===== config.mk =====
export PLATFORM = sky130hd
export DESIGN_NAME = tpom_top
export DESIGN_NICKNAME = d
export VERILOG_FILES = /design/src/logic/tpom_pkg.sv /design/src/logic/tpom_top.sv
export SDC_FILE = /design/constraint.sdc
export NUM_CORES = 1
export LEC_CHECK = 0
export ABC_AREA = 1
export BUFFER_PORTS_ARGS = -buffer_cell sky130_fd_sc_hd__buf_2
export CAP_MARGIN = 40
export CELL_PAD_IN_SITES_DETAIL_PLACEMENT = 0
export CELL_PAD_IN_SITES_GLOBAL_PLACEMENT = 1
export CORE_ASPECT_RATIO = 0.7
export CORE_MARGIN = 1.5
export CORE_UTILIZATION = 43
export DETAILED_ROUTE_END_ITERATION = 7
export GPL_TIMING_DRIVEN = 1
export PLACE_DENSITY = 0.76
export SETUP_SLACK_MARGIN = 0.4
export SYNTH_ARGS = -nofsm -noshare
export SYNTH_HDL_FRONTEND = slang
export SYNTH_HIERARCHICAL = 1
export SYNTH_SLANG_ARGS = --single-unit

===== constraint.sdc =====
create_clock -name pclk -period 10 [get_ports pclk]
set_clock_uncertainty 0.1 [all_clocks]
set_input_delay 0.5 -clock pclk [delete_from_list [all_inputs] [get_ports pclk]]
set_output_delay 0.5 -clock pclk [all_outputs]
set_load 0.01 [all_outputs]

===== src/logic/tpom_pkg.sv =====
// Constants shared by the test pattern and output word formatter
`default_nettype none
package tpom_pkg;

  // ==========================================================
  // Widths and sizes
  localparam int RES_W      = 18;
  localparam int TAG_W      = 2;
  localparam int WORD_W     = 24;
  localparam int PAD_W      = WORD_W - RES_W - TAG_W;
  localparam int GRP_CH     = 4;
  localparam int CHAN_N     = 8;
  localparam int REG_W      = 16;
  localparam int ADDR_W     = 10;
  localparam int FIFO_DEPTH = 4;

  // ==========================================================
  // Register indices; byte address is four times the index
  localparam logic [7:0] LOWER_CTRL_IDX      = 8'h13;
  localparam logic [7:0] LOWER_ZERO_LOW_IDX  = 8'h14;
  localparam logic [7:0] LOWER_MIXED_IDX     = 8'h15;
  localparam logic [7:0] LOWER_ONE_HIGH_IDX  = 8'h16;
  localparam logic [7:0] UPPER_CTRL_IDX      = 8'h18;
  localparam logic [7:0] UPPER_ZERO_LOW_IDX  = 8'h19;
  localparam logic [7:0] UPPER_MIXED_IDX     = 8'h1A;
  localparam logic [7:0] UPPER_ONE_HIGH_IDX  = 8'h1B;
  localparam logic [7:0] CHANNEL_TAG_IDX     = 8'h1C;
  localparam logic [7:0] BLOCK_STATUS_IDX    = 8'h1D;

  // ==========================================================
  // Field positions and reset value
  localparam int INC_LSB      = 4;
  localparam int INC_W        = 4;
  localparam int SEL_LSB      = 2;
  localparam int SEL_W        = 2;
  localparam int EN_BIT       = 1;
  localparam int BYTE_W       = 8;
  localparam int TAG_UPPER_LSB = 8;
  localparam int TAG_LOWER_LSB = 0;
  localparam int ST_PHASE_LO  = 4;
  localparam int ST_PHASE_HI  = 5;
  localparam logic [REG_W-1:0] REG_RESET = 16'h0000;

  // ==========================================================
  // Pattern selector codes
  localparam logic [SEL_W-1:0] SEL_FIXED0 = 2'h0;
  localparam logic [SEL_W-1:0] SEL_FIXED1 = 2'h1;
  localparam logic [SEL_W-1:0] SEL_RAMP   = 2'h2;
  localparam logic [SEL_W-1:0] SEL_ALT    = 2'h3;

endpackage : tpom_pkg
`default_nettype wire


===== src/logic/tpom_top.sv =====
// Test pattern generator, tag insertion and output word FIFO
//
// Contract
// - Upper selector 0/1 outputs pattern zero
// - Upper selector 2 outputs digital ramp
// - Upper selector 3 alternates pattern zero/one
// - Ramp step is increment field plus one
// - Upper enable picks pattern over conversion
// - Upper pattern zero from 19h and 1Ah low
// - Upper pattern one from 1Ah high, 1Bh
// - Lower pattern one high bits in 16h
// - Tag byte high appended to channels 5-8
// - Tag byte low appended to channels 1-4
// - All registers reset to zero
// - Lower group has same selections, increment
// - Lower enable replaces channels 1-4 data
// - Lower pattern zero from 14h, 15h low
//
// The APB interface to the registers was left to the implementer.
`timescale 1ns/1ps
`default_nettype none

// ==========================================================
// Word FIFO
module tpom_fifo #(
  parameter int WIDTH = 192,
  parameter int DEPTH = 4
) (
  // Clock and reset
  input  wire logic                         pclk,
  input  wire logic                         presetn,
  // Fill side
  input  wire logic                         in_valid,
  output logic                              in_ready,
  input  wire logic [WIDTH-1:0]             in_data,
  // Drain side
  output logic                              out_valid,
  input  wire logic                         out_ready,
  output logic [WIDTH-1:0]                  out_data,
  // Fill level
  output logic [$clog2(DEPTH+1)-1:0]        level
);
  localparam int PW = (DEPTH > 1) ? $clog2(DEPTH) : 1;
  localparam int CW = $clog2(DEPTH+1);
  localparam logic [PW-1:0] LAST = PW'(DEPTH - 1);
  localparam logic [CW-1:0] FULL = CW'(DEPTH);

  logic [WIDTH-1:0] mem_reg [DEPTH];
  logic [PW-1:0]    wr_ptr_reg;
  logic [PW-1:0]    rd_ptr_reg;
  logic [CW-1:0]    count_reg;
  logic             push;
  logic             pop;

  assign in_ready  = (count_reg != FULL);
  assign out_valid = (count_reg != '0);
  assign out_data  = mem_reg[rd_ptr_reg];
  assign level     = count_reg;
  assign push      = in_valid && in_ready;
  assign pop       = out_valid && out_ready;

  always_ff @(posedge pclk)
  begin
    if (push)
    begin
      mem_reg[wr_ptr_reg] <= in_data;
    end
  end

  always_ff @(posedge pclk or negedge presetn)
  begin
    if (!presetn)
    begin
      wr_ptr_reg <= '0;
      rd_ptr_reg <= '0;
      count_reg  <= '0;
    end
    else
    begin
      if (push)
      begin
        wr_ptr_reg <= (wr_ptr_reg == LAST) ? '0 : wr_ptr_reg + 1'b1;
      end
      if (pop)
      begin
        rd_ptr_reg <= (rd_ptr_reg == LAST) ? '0 : rd_ptr_reg + 1'b1;
      end
      if (push && !pop)
      begin
        count_reg <= count_reg + 1'b1;
      end
      else if (pop && !push)
      begin
        count_reg <= count_reg - 1'b1;
      end
    end
  end

  fifo_bounds_a: assert property (@(posedge pclk) disable iff (!presetn)
    (push && !pop) |=> count_reg == $past(count_reg) + 1'b1 && count_reg <= FULL)
    else $error("fifo level did not rise on push");

endmodule : tpom_fifo

// ==========================================================
// One channel group: pattern choice, ramp, alternation, tags
module tpom_group
  import tpom_pkg::*;
(
  // Clock and reset
  input  wire logic                          pclk,
  input  wire logic                          presetn,
  // Configuration
  input  wire logic [tpom_pkg::REG_W-1:0]    ctrl,
  input  wire logic [tpom_pkg::WORD_W-1:0]   pattern_zero,
  input  wire logic [tpom_pkg::WORD_W-1:0]   pattern_one,
  input  wire logic [tpom_pkg::BYTE_W-1:0]   tag_byte,
  // Sample path
  input  wire logic [tpom_pkg::GRP_CH*tpom_pkg::RES_W-1:0]  results,
  input  wire logic                          step,
  output logic [tpom_pkg::GRP_CH*tpom_pkg::WORD_W-1:0]      words,
  output logic                               phase
);
  import tpom_pkg::*;

  logic                 enable;
  logic [SEL_W-1:0]     select;
  logic [WORD_W-1:0]    inc_val;
  logic [WORD_W-1:0]    ramp_reg;
  logic                 phase_reg;
  logic [WORD_W-1:0]    pattern;

  assign enable  = ctrl[EN_BIT];
  assign select  = ctrl[SEL_LSB +: SEL_W];
  assign inc_val = {{(WORD_W-INC_W){1'b0}}, ctrl[INC_LSB +: INC_W]} + 24'h000001;
  assign phase   = phase_reg;

  // Ramp restarts at zero while disabled, wraps on overflow
  always_ff @(posedge pclk or negedge presetn)
  begin
    if (!presetn)
    begin
      ramp_reg <= '0;
    end
    else if (!enable)
    begin
      ramp_reg <= '0;
    end
    else if (step && select == SEL_RAMP)
    begin
      ramp_reg <= ramp_reg + inc_val;
    end
  end

  // Alternation phase flips once per accepted sample
  always_ff @(posedge pclk or negedge presetn)
  begin
    if (!presetn)
    begin
      phase_reg <= 1'b0;
    end
    else if (!enable)
    begin
      phase_reg <= 1'b0;
    end
    else if (step && select == SEL_ALT)
    begin
      phase_reg <= ~phase_reg;
    end
  end

  always_comb
  begin
    case (select)
      SEL_RAMP:   pattern = ramp_reg;
      SEL_ALT:    pattern = phase_reg ? pattern_one : pattern_zero;
      SEL_FIXED0,
      SEL_FIXED1: pattern = pattern_zero;
      default:    pattern = pattern_zero;
    endcase
  end

  for (genvar ch = 0; ch < GRP_CH; ch++)
  begin : g_word
    // Result, then this channel's two tag bits, then zero padding
    assign words[ch*WORD_W +: WORD_W] = enable ? pattern :
      {results[ch*RES_W +: RES_W], tag_byte[ch*TAG_W +: TAG_W], {PAD_W{1'b0}}};
  end

  ramp_step_a: assert property (@(posedge pclk) disable iff (!presetn)
    (enable && select == SEL_RAMP && step) ##1 enable |->
      ramp_reg == $past(ramp_reg) + $past(inc_val))
    else $error("ramp did not advance by increment plus one");

  ramp_restart_a: assert property (@(posedge pclk) disable iff (!presetn)
    !enable |=> ramp_reg == '0 && phase_reg == 1'b0)
    else $error("ramp or phase not restarted while disabled");

  alt_word_a: assert property (@(posedge pclk) disable iff (!presetn)
    (enable && select == SEL_ALT) |->
      words[WORD_W-1:0] == (phase_reg ? pattern_one : pattern_zero))
    else $error("alternating word wrong");

  alt_flip_a: assert property (@(posedge pclk) disable iff (!presetn)
    (enable && select == SEL_ALT && step) ##1 enable |-> phase_reg != $past(phase_reg))
    else $error("alternation phase did not flip");

  fixed_word_a: assert property (@(posedge pclk) disable iff (!presetn)
    (enable && !select[1]) |-> words[(GRP_CH-1)*WORD_W +: WORD_W] == pattern_zero)
    else $error("fixed pattern not shown");

  result_pass_a: assert property (@(posedge pclk) disable iff (!presetn)
    !enable |-> words[WORD_W-1 -: RES_W] == results[RES_W-1:0]
      && words[PAD_W +: TAG_W] == tag_byte[TAG_W-1:0])
    else $error("conversion result or tag not passed");

endmodule : tpom_group

// ==========================================================
// Top: APB registers, two groups, output FIFO
module tpom_top
  import tpom_pkg::*;
#(
  parameter int FIFO_DEPTH = tpom_pkg::FIFO_DEPTH
) (
  // Clock and reset
  input  wire logic                                   pclk,
  input  wire logic                                   presetn,
  // APB slave
  input  wire logic                                   psel,
  input  wire logic                                   penable,
  input  wire logic                                   pwrite,
  input  wire logic [tpom_pkg::ADDR_W-1:0]            paddr,
  input  wire logic [31:0]                            pwdata,
  output logic [31:0]                                 prdata,
  output logic                                        pready,
  output logic                                        pslverr,
  // Conversion results in
  input  wire logic                                   sample_valid,
  output logic                                        sample_ready,
  input  wire logic [tpom_pkg::CHAN_N*tpom_pkg::RES_W-1:0]  sample_data,
  // Output words to host capture
  output logic                                        out_valid,
  input  wire logic                                   out_ready,
  output logic [tpom_pkg::CHAN_N*tpom_pkg::WORD_W-1:0]      out_data
);
  import tpom_pkg::*;

  localparam int FRAME_W = CHAN_N * WORD_W;
  localparam int HALF_R  = GRP_CH * RES_W;
  localparam int HALF_W  = GRP_CH * WORD_W;

  logic [REG_W-1:0] lower_group_pattern_control_reg;
  logic [REG_W-1:0] lower_group_pattern_zero_low_reg;
  logic [REG_W-1:0] lower_group_pattern_mixed_bytes_reg;
  logic [REG_W-1:0] lower_group_pattern_one_high_reg;
  logic [REG_W-1:0] upper_group_pattern_control_reg;
  logic [REG_W-1:0] upper_group_pattern_zero_low_reg;
  logic [REG_W-1:0] upper_group_pattern_mixed_bytes_reg;
  logic [REG_W-1:0] upper_group_pattern_one_high_reg;
  logic [REG_W-1:0] channel_tag_bits_reg;

  logic [7:0]       reg_idx;
  logic             aligned;
  logic             mapped;
  logic             wr_en;
  logic [REG_W-1:0] read_word;
  logic             step;
  logic             lower_phase;
  logic             upper_phase;
  logic [FRAME_W-1:0] frame;
  logic [$clog2(FIFO_DEPTH+1)-1:0] fifo_level;
  logic [WORD_W-1:0] lower_pattern_zero;
  logic [WORD_W-1:0] lower_pattern_one;
  logic [WORD_W-1:0] upper_pattern_zero;
  logic [WORD_W-1:0] upper_pattern_one;

  // ==========================================================
  // APB decode; zero wait states
  assign reg_idx = paddr[ADDR_W-1:2];
  assign aligned = (paddr[1:0] == 2'h0);
  assign pready  = 1'b1;
  assign wr_en   = psel && penable && pwrite && mapped;

  always_comb
  begin
    mapped    = aligned;
    read_word = '0;
    case (reg_idx)
      LOWER_CTRL_IDX:     read_word = lower_group_pattern_control_reg;
      LOWER_ZERO_LOW_IDX: read_word = lower_group_pattern_zero_low_reg;
      LOWER_MIXED_IDX:    read_word = lower_group_pattern_mixed_bytes_reg;
      LOWER_ONE_HIGH_IDX: read_word = lower_group_pattern_one_high_reg;
      UPPER_CTRL_IDX:     read_word = upper_group_pattern_control_reg;
      UPPER_ZERO_LOW_IDX: read_word = upper_group_pattern_zero_low_reg;
      UPPER_MIXED_IDX:    read_word = upper_group_pattern_mixed_bytes_reg;
      UPPER_ONE_HIGH_IDX: read_word = upper_group_pattern_one_high_reg;
      CHANNEL_TAG_IDX:    read_word = channel_tag_bits_reg;
      BLOCK_STATUS_IDX:
      begin
        read_word              = REG_W'(fifo_level);
        read_word[ST_PHASE_LO] = lower_phase;
        read_word[ST_PHASE_HI] = upper_phase;
      end
      default:            mapped = 1'b0;
    endcase
  end

  assign prdata  = (psel && !pwrite && mapped) ? {16'h0000, read_word} : 32'h00000000;
  assign pslverr = psel && penable && !mapped;

  // ==========================================================
  // Register file; status index is read only
  always_ff @(posedge pclk or negedge presetn)
  begin
    if (!presetn)
    begin
      lower_group_pattern_control_reg     <= REG_RESET;
      lower_group_pattern_zero_low_reg    <= REG_RESET;
      lower_group_pattern_mixed_bytes_reg <= REG_RESET;
      lower_group_pattern_one_high_reg    <= REG_RESET;
      upper_group_pattern_control_reg     <= REG_RESET;
      upper_group_pattern_zero_low_reg    <= REG_RESET;
      upper_group_pattern_mixed_bytes_reg <= REG_RESET;
      upper_group_pattern_one_high_reg    <= REG_RESET;
      channel_tag_bits_reg                <= REG_RESET;
    end
    else if (wr_en)
    begin
      case (reg_idx)
        LOWER_CTRL_IDX:     lower_group_pattern_control_reg     <= pwdata[REG_W-1:0];
        LOWER_ZERO_LOW_IDX: lower_group_pattern_zero_low_reg    <= pwdata[REG_W-1:0];
        LOWER_MIXED_IDX:    lower_group_pattern_mixed_bytes_reg <= pwdata[REG_W-1:0];
        LOWER_ONE_HIGH_IDX: lower_group_pattern_one_high_reg    <= pwdata[REG_W-1:0];
        UPPER_CTRL_IDX:     upper_group_pattern_control_reg     <= pwdata[REG_W-1:0];
        UPPER_ZERO_LOW_IDX: upper_group_pattern_zero_low_reg    <= pwdata[REG_W-1:0];
        UPPER_MIXED_IDX:    upper_group_pattern_mixed_bytes_reg <= pwdata[REG_W-1:0];
        UPPER_ONE_HIGH_IDX: upper_group_pattern_one_high_reg    <= pwdata[REG_W-1:0];
        CHANNEL_TAG_IDX:    channel_tag_bits_reg                <= pwdata[REG_W-1:0];
        default:            ;
      endcase
    end
  end

  // ==========================================================
  // Pattern assembly from register pieces
  assign lower_pattern_zero = {lower_group_pattern_mixed_bytes_reg[BYTE_W-1:0],
                               lower_group_pattern_zero_low_reg};
  assign lower_pattern_one  = {lower_group_pattern_one_high_reg,
                               lower_group_pattern_mixed_bytes_reg[REG_W-1:BYTE_W]};
  assign upper_pattern_zero = {upper_group_pattern_mixed_bytes_reg[BYTE_W-1:0],
                               upper_group_pattern_zero_low_reg};
  assign upper_pattern_one  = {upper_group_pattern_one_high_reg,
                               upper_group_pattern_mixed_bytes_reg[REG_W-1:BYTE_W]};

  // ==========================================================
  // Groups work independently; settings sampled per accepted sample
  assign step = sample_valid && sample_ready;

  tpom_group u_lower (
    .pclk         (pclk),
    .presetn      (presetn),
    .ctrl         (lower_group_pattern_control_reg),
    .pattern_zero (lower_pattern_zero),
    .pattern_one  (lower_pattern_one),
    .tag_byte     (channel_tag_bits_reg[TAG_LOWER_LSB +: BYTE_W]),
    .results      (sample_data[HALF_R-1:0]),
    .step         (step),
    .words        (frame[HALF_W-1:0]),
    .phase        (lower_phase)
  );

  tpom_group u_upper (
    .pclk         (pclk),
    .presetn      (presetn),
    .ctrl         (upper_group_pattern_control_reg),
    .pattern_zero (upper_pattern_zero),
    .pattern_one  (upper_pattern_one),
    .tag_byte     (channel_tag_bits_reg[TAG_UPPER_LSB +: BYTE_W]),
    .results      (sample_data[2*HALF_R-1:HALF_R]),
    .step         (step),
    .words        (frame[2*HALF_W-1:HALF_W]),
    .phase        (upper_phase)
  );

  tpom_fifo #(
    .WIDTH (FRAME_W),
    .DEPTH (FIFO_DEPTH)
  ) u_fifo (
    .pclk      (pclk),
    .presetn   (presetn),
    .in_valid  (sample_valid),
    .in_ready  (sample_ready),
    .in_data   (frame),
    .out_valid (out_valid),
    .out_ready (out_ready),
    .out_data  (out_data),
    .level     (fifo_level)
  );

  reg_write_a: assert property (@(posedge pclk) disable iff (!presetn)
    (psel && penable && pwrite && aligned && reg_idx == UPPER_CTRL_IDX) |=>
      upper_group_pattern_control_reg == $past(pwdata[REG_W-1:0]))
    else $error("control write not stored");

  unmapped_err_a: assert property (@(posedge pclk) disable iff (!presetn)
    (psel && penable && (reg_idx > BLOCK_STATUS_IDX || !aligned)) |-> pslverr && pready)
    else $error("unmapped access not flagged");

  upper_fixed_a: assert property (@(posedge pclk) disable iff (!presetn)
    (upper_group_pattern_control_reg[EN_BIT] && !upper_group_pattern_control_reg[SEL_LSB+1]) |->
      frame[FRAME_W-1 -: WORD_W] == upper_pattern_zero)
    else $error("channel 8 not fixed pattern zero");

  upper_ramp_a: assert property (@(posedge pclk) disable iff (!presetn)
    (upper_group_pattern_control_reg[EN_BIT]
      && upper_group_pattern_control_reg[SEL_LSB +: SEL_W] == SEL_RAMP)
      ##1 !upper_group_pattern_control_reg[EN_BIT] |=>
      frame[FRAME_W-1 -: WORD_W] != $past(frame[FRAME_W-1 -: WORD_W], 2)
      || sample_data[CHAN_N*RES_W-1 -: RES_W] == frame[FRAME_W-1 -: RES_W])
    else $error("upper ramp or return to results failed");

endmodule : tpom_top
`default_nettype wire


* After elaboration in Yosys (flattened, before gate mapping)
Memory sizes are Yosys's and may differ from the RTL's.
Index checks and enable logic that the tools add are counted.
** Storage, ports and cells
- Register bits after elaboration :: 201
- RAM bits :: 768
- Bits of input ports :: 193
- Output and inout bits :: 228
- Logic and storage cells :: 114
- Memories kept :: 1
** Operators by class
- $add $sub $neg :: 8
- Equal/unequal tests :: 23
- Muxes and demuxes :: 29
- Bitwise operators :: 2
- Reductions and logical operators :: 35
** Memories
- u_fifo.mem_reg :: words 4, width 192, rd ports 1, clocked after Yosys merged registers in 0, write ports 1, RTL line tpom_top.sv:48 : logic [WIDTH-1:0] mem_reg [DEPTH];
** Operator list (count)
- 24-bit two-way mux :: 14
- 16-bit one-hot mux with 10 select lines :: 1
- 24-bit one-hot mux with 3 select lines :: 2
- 8-bit by 5-bit equality test with 1-bit output (second input constant) :: 10
- 24-bit adder :: 2
- 2-bit AND reduction :: 9
- 16-bit two-way mux :: 1
- 1-bit logical AND :: 14
- 2-bit equality test (second input constant) :: 6
- 4-bit by 1-bit adder with 5-bit output (second input constant) :: 2
- 10-bit OR reduction :: 1
- 2-bit by 1-bit inequality test with 1-bit output (second input constant) :: 4
- 1-bit two-way mux :: 7
- 2-bit zero test :: 3
- 3-bit two-way mux :: 2
- 2-bit by 1-bit adder with 2-bit output (second input constant) :: 2
- 2-bit by 1-bit equality test with 1-bit output (second input constant) :: 2
- 1-bit zero test :: 4
- 2-bit two-way mux :: 2
- 2-bit OR reduction :: 2
- 3-bit by 1-bit adder with 3-bit output (second input constant) :: 1
- 3-bit inequality test (second input constant) :: 1
- 3-bit nonzero test :: 1
- 3-bit by 1-bit subtractor with 3-bit output (second input constant) :: 1
- other kinds (2) :: 3

* Logic depth before layout (Yosys ltp)
Gate-level depths: netlist of the first run.
- Depth in word-level cells :: 6
- Gate-level depth with buffers :: 13
- Depth with buffers taken out :: 13

* Hierarchy
The synthesis of the first run kept the hierarchy.
** By module, submodules not included
- tpom_fifo :: instances 1, cells an instance 2300, area each 31362.6 um^2, sequential area each 23237.3 um^2
- tpom_top :: instances 1, cells an instance 1041, area each 7637.3 um^2, sequential area each 3603.5 um^2
- tpom_group at u_lower :: instances 1, cells an instance 575, area each 3238.1 um^2, sequential area each 625.6 um^2
- tpom_group at u_upper :: instances 1, cells an instance 578, area each 3174.3 um^2, sequential area each 625.6 um^2

* Least setup slack after synthesis of the first run
OpenSTA, ideal clock, no wires.
- Path type :: reg2reg
- From :: reg u_fifo.count_reg[0] (netlist: u_fifo/level[0])
- To :: mem u_fifo.mem_reg[0][0], enable pin
- Setup time :: 0.748 ns
- Arrival :: 8.830 ns
- Required time :: 9.152 ns
- Slack :: 0.322 ns
- Cell stages (with the launch flop) :: 5
- Path buffers :: 0
- Period minus slack after synthesis :: 9.678 ns
- Cell sequence :: dfrtp_1 -> inv_1 -> nand3_1 -> nand2_1 -> nor2_1
** Between the ends
- Cells in the longest elaborated chain, start to end :: 4
** Ends and longest elaborated chain
- from (decl) :: RTL line tpom_top.sv:51 : logic [CW-1:0] count_reg;
- from (signal assigned) :: RTL line tpom_top.sv:90 : count_reg <= count_reg + 1'b1;
- from (signal assigned) :: RTL line tpom_top.sv:94 : count_reg <= count_reg - 1'b1;
- 3-bit inequality test :: RTL line tpom_top.sv:55 : assign in_ready = (count_reg != FULL);
- via sample_ready :: RTL line tpom_top.sv:240 : output logic sample_ready,
- 1-bit logical AND :: RTL line tpom_top.sv:59 : assign push = in_valid && in_ready;
- 1-bit two-way mux :: RTL line tpom_top.sv:64 : if (push)
- 1-bit two-way mux (not written as such) :: RTL line tpom_top.sv:66 : mem_reg[wr_ptr_reg] <= in_data;
- to (decl) :: RTL line tpom_top.sv:48
The timed path passes the listed nets, and every way through them passes these cells.

* Final worst setup path of the first run
- From :: reg u_fifo.rd_ptr_reg[0]
- To :: out out_data[130] (netlist bit)
** Between the ends
- Cells in the longest elaborated chain, start to end :: 1
** Ends and longest elaborated chain
- from (decl) :: RTL line tpom_top.sv:50 : logic [PW-1:0] rd_ptr_reg;
- from (signal assigned) :: RTL line tpom_top.sv:86 : rd_ptr_reg <= (rd_ptr_reg == LAST) ? '0 : rd_ptr_reg + 1'b1;
- memory 4 x 192 bit
- to (decl) :: RTL line tpom_top.sv:245 : output logic [tpom_pkg::CHAN_N*tpom_pkg::WORD_W-1:0] out_data
Every way passes these cells.

==> flow_summary.toml, run 1 <==
[finish]
final_core_util_pct = 49.66
nets = 4983
largest_reg_flops = 768
register_area_mm2 = 0.02810
n_fill_cell = 9553
layout.cells.most_common = "nand2_1"
multi_input_area_mm2 = 0.01343
design_area_mm2 = 0.05186
fin_cells = 6277
final_cell_mix = "nand2_1 (1533), edfxtp_1 (768), inv_1 (567)"
layout-drive-gt1-share_pct = 16.08
area_growth_pct = 14.19

[outcome]
status = "completed"

[synthesis]
syn-cell-area_mm2 = 0.04541
synth_async_sr_flop_share_pct = 20.74
ys_ff_latch = 969
yosysWarnings = 6
yosysUniqueCellTypes = 47
avgSynthCellArea_um2 = 10.11
synth_ff_type = "edfxtp_1"
synthCells = 4494
ys_seq_area_share_pct = 61.86
synth_edf_count = 768

[pwr]
power_leakage_nw = 22.20
peakVddDrop_mv = 0.2038
pwr_density_cell_mw_per_mm2 = 248.9

[routing]
routed_wl_um = 132000
vias = 32944
drtIter0Drc = 3479
viasPerCell = 5.248
drc = 0
wl_per_cell_um = 21.02
first_pass_iters = 8
antenna_left = 0

[timing]
timing.fmax_ghz = 0.2246
grt_setup_unrepaired = "no"
hold_viol_final = 0
finalCriticalPeriod_ps = 4453
tightest_slew_ps = 1090
finalSetupViolCount = 0
finalCritPeriodShare_pct = 44.53
slew_headroom_pct = 27.35
fin_setup_tns_ps = 0
slew_viol_final = 0

[global_routing]
grt-ovfl-total = 0
grt_pass1_wl_um = 192400
antenna_found_initial = 20
grt_usage_pct = 24.18
grt_pass1_vias = 29926
grt_max_degree = 232

[critical_path]
r2r-start = "u_fifo/level[0]"
end_kind = "output pin"
reg2reg_depth = 6
r2r_slack_ps = 6540
reg2reg_to = "u_fifo/mem_reg[3][42]"
crit_end = "out_data[130]"
start_kind = "flip-flop"
max_stage_delay_ps = 890
required_ps = 9400
critPathArrivalTime_ps = 3850
worstSetupPathType = "reg2out"
cp_max_fo = 231
path_common_cell = "nand2_1"
critPathLaunch = "u_fifo/rd_ptr_reg[0]"
crit_path_top_delay_cell = "dfrtp_4"
crit_path_cell_trace = "buf_4 > buf_16 > buf_12 > nand2_1 > o211ai_1 > nand2_1 > buf_2"

[clock_network]
post_cts.repair.setup_buffers = 0
cts.path.max_buffers = 3
cts_tree = "built"
holdBufCountCts = 25
ctsResizeCount = 0
clk_pin_slew_worst_paths_ps = 60
clock_latency_ps = 700
cts-htree-levels = 3
ctsRootBufferMaster = "clkbuf_16"
cts_buffers = 97
clock_sinks = 969

[worst_hold_path]
worstHoldStart = "sample_data[8]"
hold_class = "in2reg"

[floorplan]
std_cell_rows = 99
initial_utilization_pct = 43.49
ios = 421
die-area_mm2 = 0.1076
die_h_um = 274.9
die-width_um = 391.4
core_mm2 = 0.1044

[placed_design]
postPlaceCellArea_mm2 = 0.04820
placedCellCount = 6063
port_buffers = 387
dpl.hpwl_um = 85150
gp_congestion = 0.9224

[run]
drv_cap = 0
==> power breakdown <==
part	switching (mW)	internal [mW]	leakage, nW	total, mW
combinational	2.57	1.22	10.7	3.79
sequential	0.217	5.04	9.89	5.25
clock	1.59	2.27	1.64	3.86
==> cell families (layout without fill, tap and decap cells) <==
| family | count (synthesis) | after routing | synth area share [%] |
|---|---|---|---|
| compound gates | 592 | 592 | 10.16 |
| xor+xnor | 5 | 5 | 0.09643 |
| fa+ha+maj | 17 | 17 | 0.5180 |
| buf+inv | 885 | 1233 | 8.806 |
| flops | 969 | 969 | 61.86 |
| other cells | 2 | 23 | 0.01654 |
| simple gates | 2024 | 2024 | 18.54 |
==> per-layer routing <==
layer	up-vias	global-route usage (%)	routed length, µm	share of wire, %
met5	-	0	0	0
met4	0	5.980	2690	2.0
met3	145	5.223	11700	8.9
met2	1161	35.44	57790	44
met1	16027	36.38	59780	45
li1	15611	-	-	-
==> worst max-delay path, delay by kind of cell (launching register included) <==
kind,cells,cell delay (ps)
buf+inv,4,1530
compound gates,1,150
flops,1,890
simple gates,2,250
==> cell usage after synthesis (5+ instances only) <==
library cell,instances,area (µm²)
nand2_1,1533,5754
edfxtp_1,768,23060
inv_1,568,2132
o211ai_1,287,2155
dfrtp_1,201,5030
nor2_1,187,701.9
nand4_1,175,1095
buf_2,128,640.6
o211ai_2,99,1239
clkbuf_1,70,262.8
nand3_1,63,315.3
buf_4,60,450.4
o21ai_0,55,275.3
a21oi_1,47,235.2
buf_6,37,416.7
o22ai_1,34,212.7
o21ai_1,24,120.1
o21ai_2,24,210.2
ha_1,14,175.2
inv_2,11,41.29
nor3_1,11,55.05
a31oi_1,10,62.56
and3_1,10,62.56
nand2_2,8,50.05
nand2_4,8,90.09
nor2_2,8,50.05
o221ai_1,8,70.07
buf_1,6,22.52
nor2_4,6,67.56
xnor2_1,5,43.79
==> area by class of cell <==
class	instances	area share, %
clock buffers	124	5.014
repair buffers	469	5.709
inverters	581	4.220
well taps	1414	3.412
clock inverters	59	1.527
flip-flops and latches	969	54.19
diodes	6	0.02895
multi-input cells	2655	25.90
==> metrics by stage <==
stage	power, mW	hold WS [ps]	worst slack, ps
finish	12.91	51.72	5547
global route	13.55	15.77	5292
CTS	13.05	0.3225	5592
detailed placement	9.187	366.5	6283
global placement	9.066	363.1	6168
floorplan	7.970	104.4	321.6
==> worst min-delay path by stage <==
stage,cells after the start,to,slack [ps]
floorplan,0,channel_tag_bits_reg[0],100
global placement,2,upper_group_pattern_control_reg[8],360
detailed placement,2,lower_group_pattern_control_reg[10],370
CTS,3,u_fifo/mem_reg[2][156],0.3
global route,3,u_fifo/mem_reg[3][106],20
finish,3,u_fifo/mem_reg[2][14],50
Note: power is estimated with default switching activity, not from simulation.
==> run 2, diff against run 1 <==
Settings changed: CORE_UTILIZATION 43 to 47, PLACE_DENSITY 0.76 to 0.79.
Clock period 10 ns to 4.1 ns, I/O delays scaled along.
==> run 2 against run 1 <==
  * Cell area is 2.3% higher
  * Register-to-register slack worse by 5200 ps
  * Die area is 8.4% lower
  * Clock power is 130% higher
  * Combinational power is 150% higher
  * Utilization is 5.7 points higher
  * Wire length is 1.9% lower
  * Critical path type is now in2out
  * Largest cell class unchanged
==> flow_summary.toml, run 2 (synthesis gave the netlist of run 1 again) <==
[outcome]
status = "completed"

[routing]
antenna_left = 0
routed_wl_um = 129500
vias = 33480
drtIter0Drc = 3618
drc = 0
viasPerCell = 5.329
wl_per_cell_um = 20.61
first_pass_iters = 6

[global_routing]
grt-ovfl-total = 0
grt_usage_pct = 26.03
grt_max_degree = 156
antenna_found_initial = 14
grt_pass1_vias = 30841
grt_pass1_wl_um = 193400

[timing]
finalSetupViolCount = 0
whs_ps = 59.55
timing.fmax_ghz = 0.3000
postLayoutSetupSlackWorst_ps = 766.2
finalCritPeriodShare_pct = 81.31
slew_headroom_pct = 41.00
grt_setup_unrepaired = "no"
tightest_slew_ps = 885.0
slew_viol_final = 0
finalCriticalPeriod_ps = 3334
hold_viol_final = 0
fin_setup_tns_ps = 0

[clock_network]
ctsResizeCount = 0
clock_latency_ps = 690
cts.path.max_buffers = 3
cts-htree-levels = 3
cts_buffers = 94
ctsRootBufferMaster = "clkbuf_16"
cts_tree = "built"
clock_sinks = 969
post_cts.repair.setup_buffers = 0
clk_pin_slew_worst_paths_ps = 60

[pwr]
peakVddDrop_mv = 0.5229
pwr_density_cell_mw_per_mm2 = 584.8
power_leakage_nw = 22.81

[worst_hold_path]
hold_class = "in2async"

[finish]
layout-drive-gt1-share_pct = 16.16
multi_input_area_mm2 = 0.01345
n_fill_cell = 8233
nets = 5149
final_cell_mix = "nand2_1 (1532), edfxtp_1 (768), inv_1 (565)"
largest_reg_flops = 768
layout.cells.most_common = "nand2_1"
area_growth_pct = 16.78
register_area_mm2 = 0.02810

[floorplan]
die_h_um = 263.1
core_mm2 = 0.09580
die-area_mm2 = 0.09852
ios = 421
std_cell_rows = 95
die-width_um = 374.5
initial_utilization_pct = 47.40

[run]
drv_cap = 0

[critical_path]
reg2reg_to = "u_fifo/mem_reg[1][187]"
r2r-start = "upper_group_pattern_control_reg[3]"
worstSetupPathType = "in2out"
reg2reg_depth = 6
r2r_slack_ps = 1340
crit_end = "prdata[4]"
end_kind = "output pin"
critPathArrivalTime_ps = 3030
required_ps = 3800
start_kind = "input pin"
cp_max_fo = 15
critPathLaunch = "paddr[2]"

[placed_design]
dpl.hpwl_um = 84050
gp_congestion = 0.9089
port_buffers = 387
post-place-ws_ps = 1285
==> run 2: critical path, cell delays in order <==
cell,delay (ps)
dlygate4sd3_1,530
buf_2,170
nand2_1,100
nor2_1,50
nand2_1,330
inv_1,260
buf_4,260
nand2_1,70
nand2_1,80
nor2_1,400
nand2_1,200
nor2_1,150
nor2_1,50
buf_2,150
==> run 2: what timing repair did <==
item,in CTS,in global routing
hold endpoints to repair,828,0
hold buffers,166,0
endpoints found under the setup margin,0,0
==> run 2: worst min path at each step <==
stage / start / to / slack, ps
after floorplan: presetn / channel_tag_bits_reg[0] / -190
after global placement: presetn / lower_group_pattern_zero_low_reg[5] / 260
after detailed placement: presetn / lower_group_pattern_zero_low_reg[5] / 260
after CTS: paddr[3] / upper_group_pattern_control_reg[0] / 50
after global routing: paddr[3] / upper_group_pattern_control_reg[0] / 90
final: presetn / lower_group_pattern_zero_low_reg[4] / 60
==> run 2: routing by layer <==
metal / GRT usage, % / wire, µm / vias to the layer above / share of wire [%]
met1: 39.25 / 58740 / 16088 / 45
li1: - / - / 15939 / -
met4: 6.394 / 3094 / 0 / 2.4
met3: 6.566 / 11980 / 182 / 9.3
met2: 37.49 / 55650 / 1271 / 43
met5: 0 / 0 / - / 0
==> run 2: where the power goes <==
part / internal [mW] / switching (mW)
clock network: 5.00 / 3.82
logic: 3.11 / 6.30
registers: 12.3 / 0.518
total: 20.4 / 10.6
==> run 2: final cells by class <==
type	instances	share of cell area, %
diodes	4	0.01887
clock buffers	117	4.794
clock inverters	58	1.125
inverters	581	4.126
multi-input cells	2655	25.37
flip-flops and latches	969	52.99
well taps	1261	2.975
repair buffers	638	8.606
==> run 2: metrics by stage <==
| step | utilization (%) | std cells | instance area, µm² | power (mW) |
|---|---|---|---|---|
| after floorplan | - | 4509 | 45530 | 19.11 |
| after global routing | 55.35 | 6281 | 53030 | 32.56 |
| final | 55.36 | 6283 | 53030 | 31.02 |
| after CTS | 55.35 | 6279 | 53020 | 31.31 |
| after global placement | 50.25 | 5934 | 48140 | 22.26 |
| after detailed placement | 50.34 | 5938 | 48220 | 22.39 |
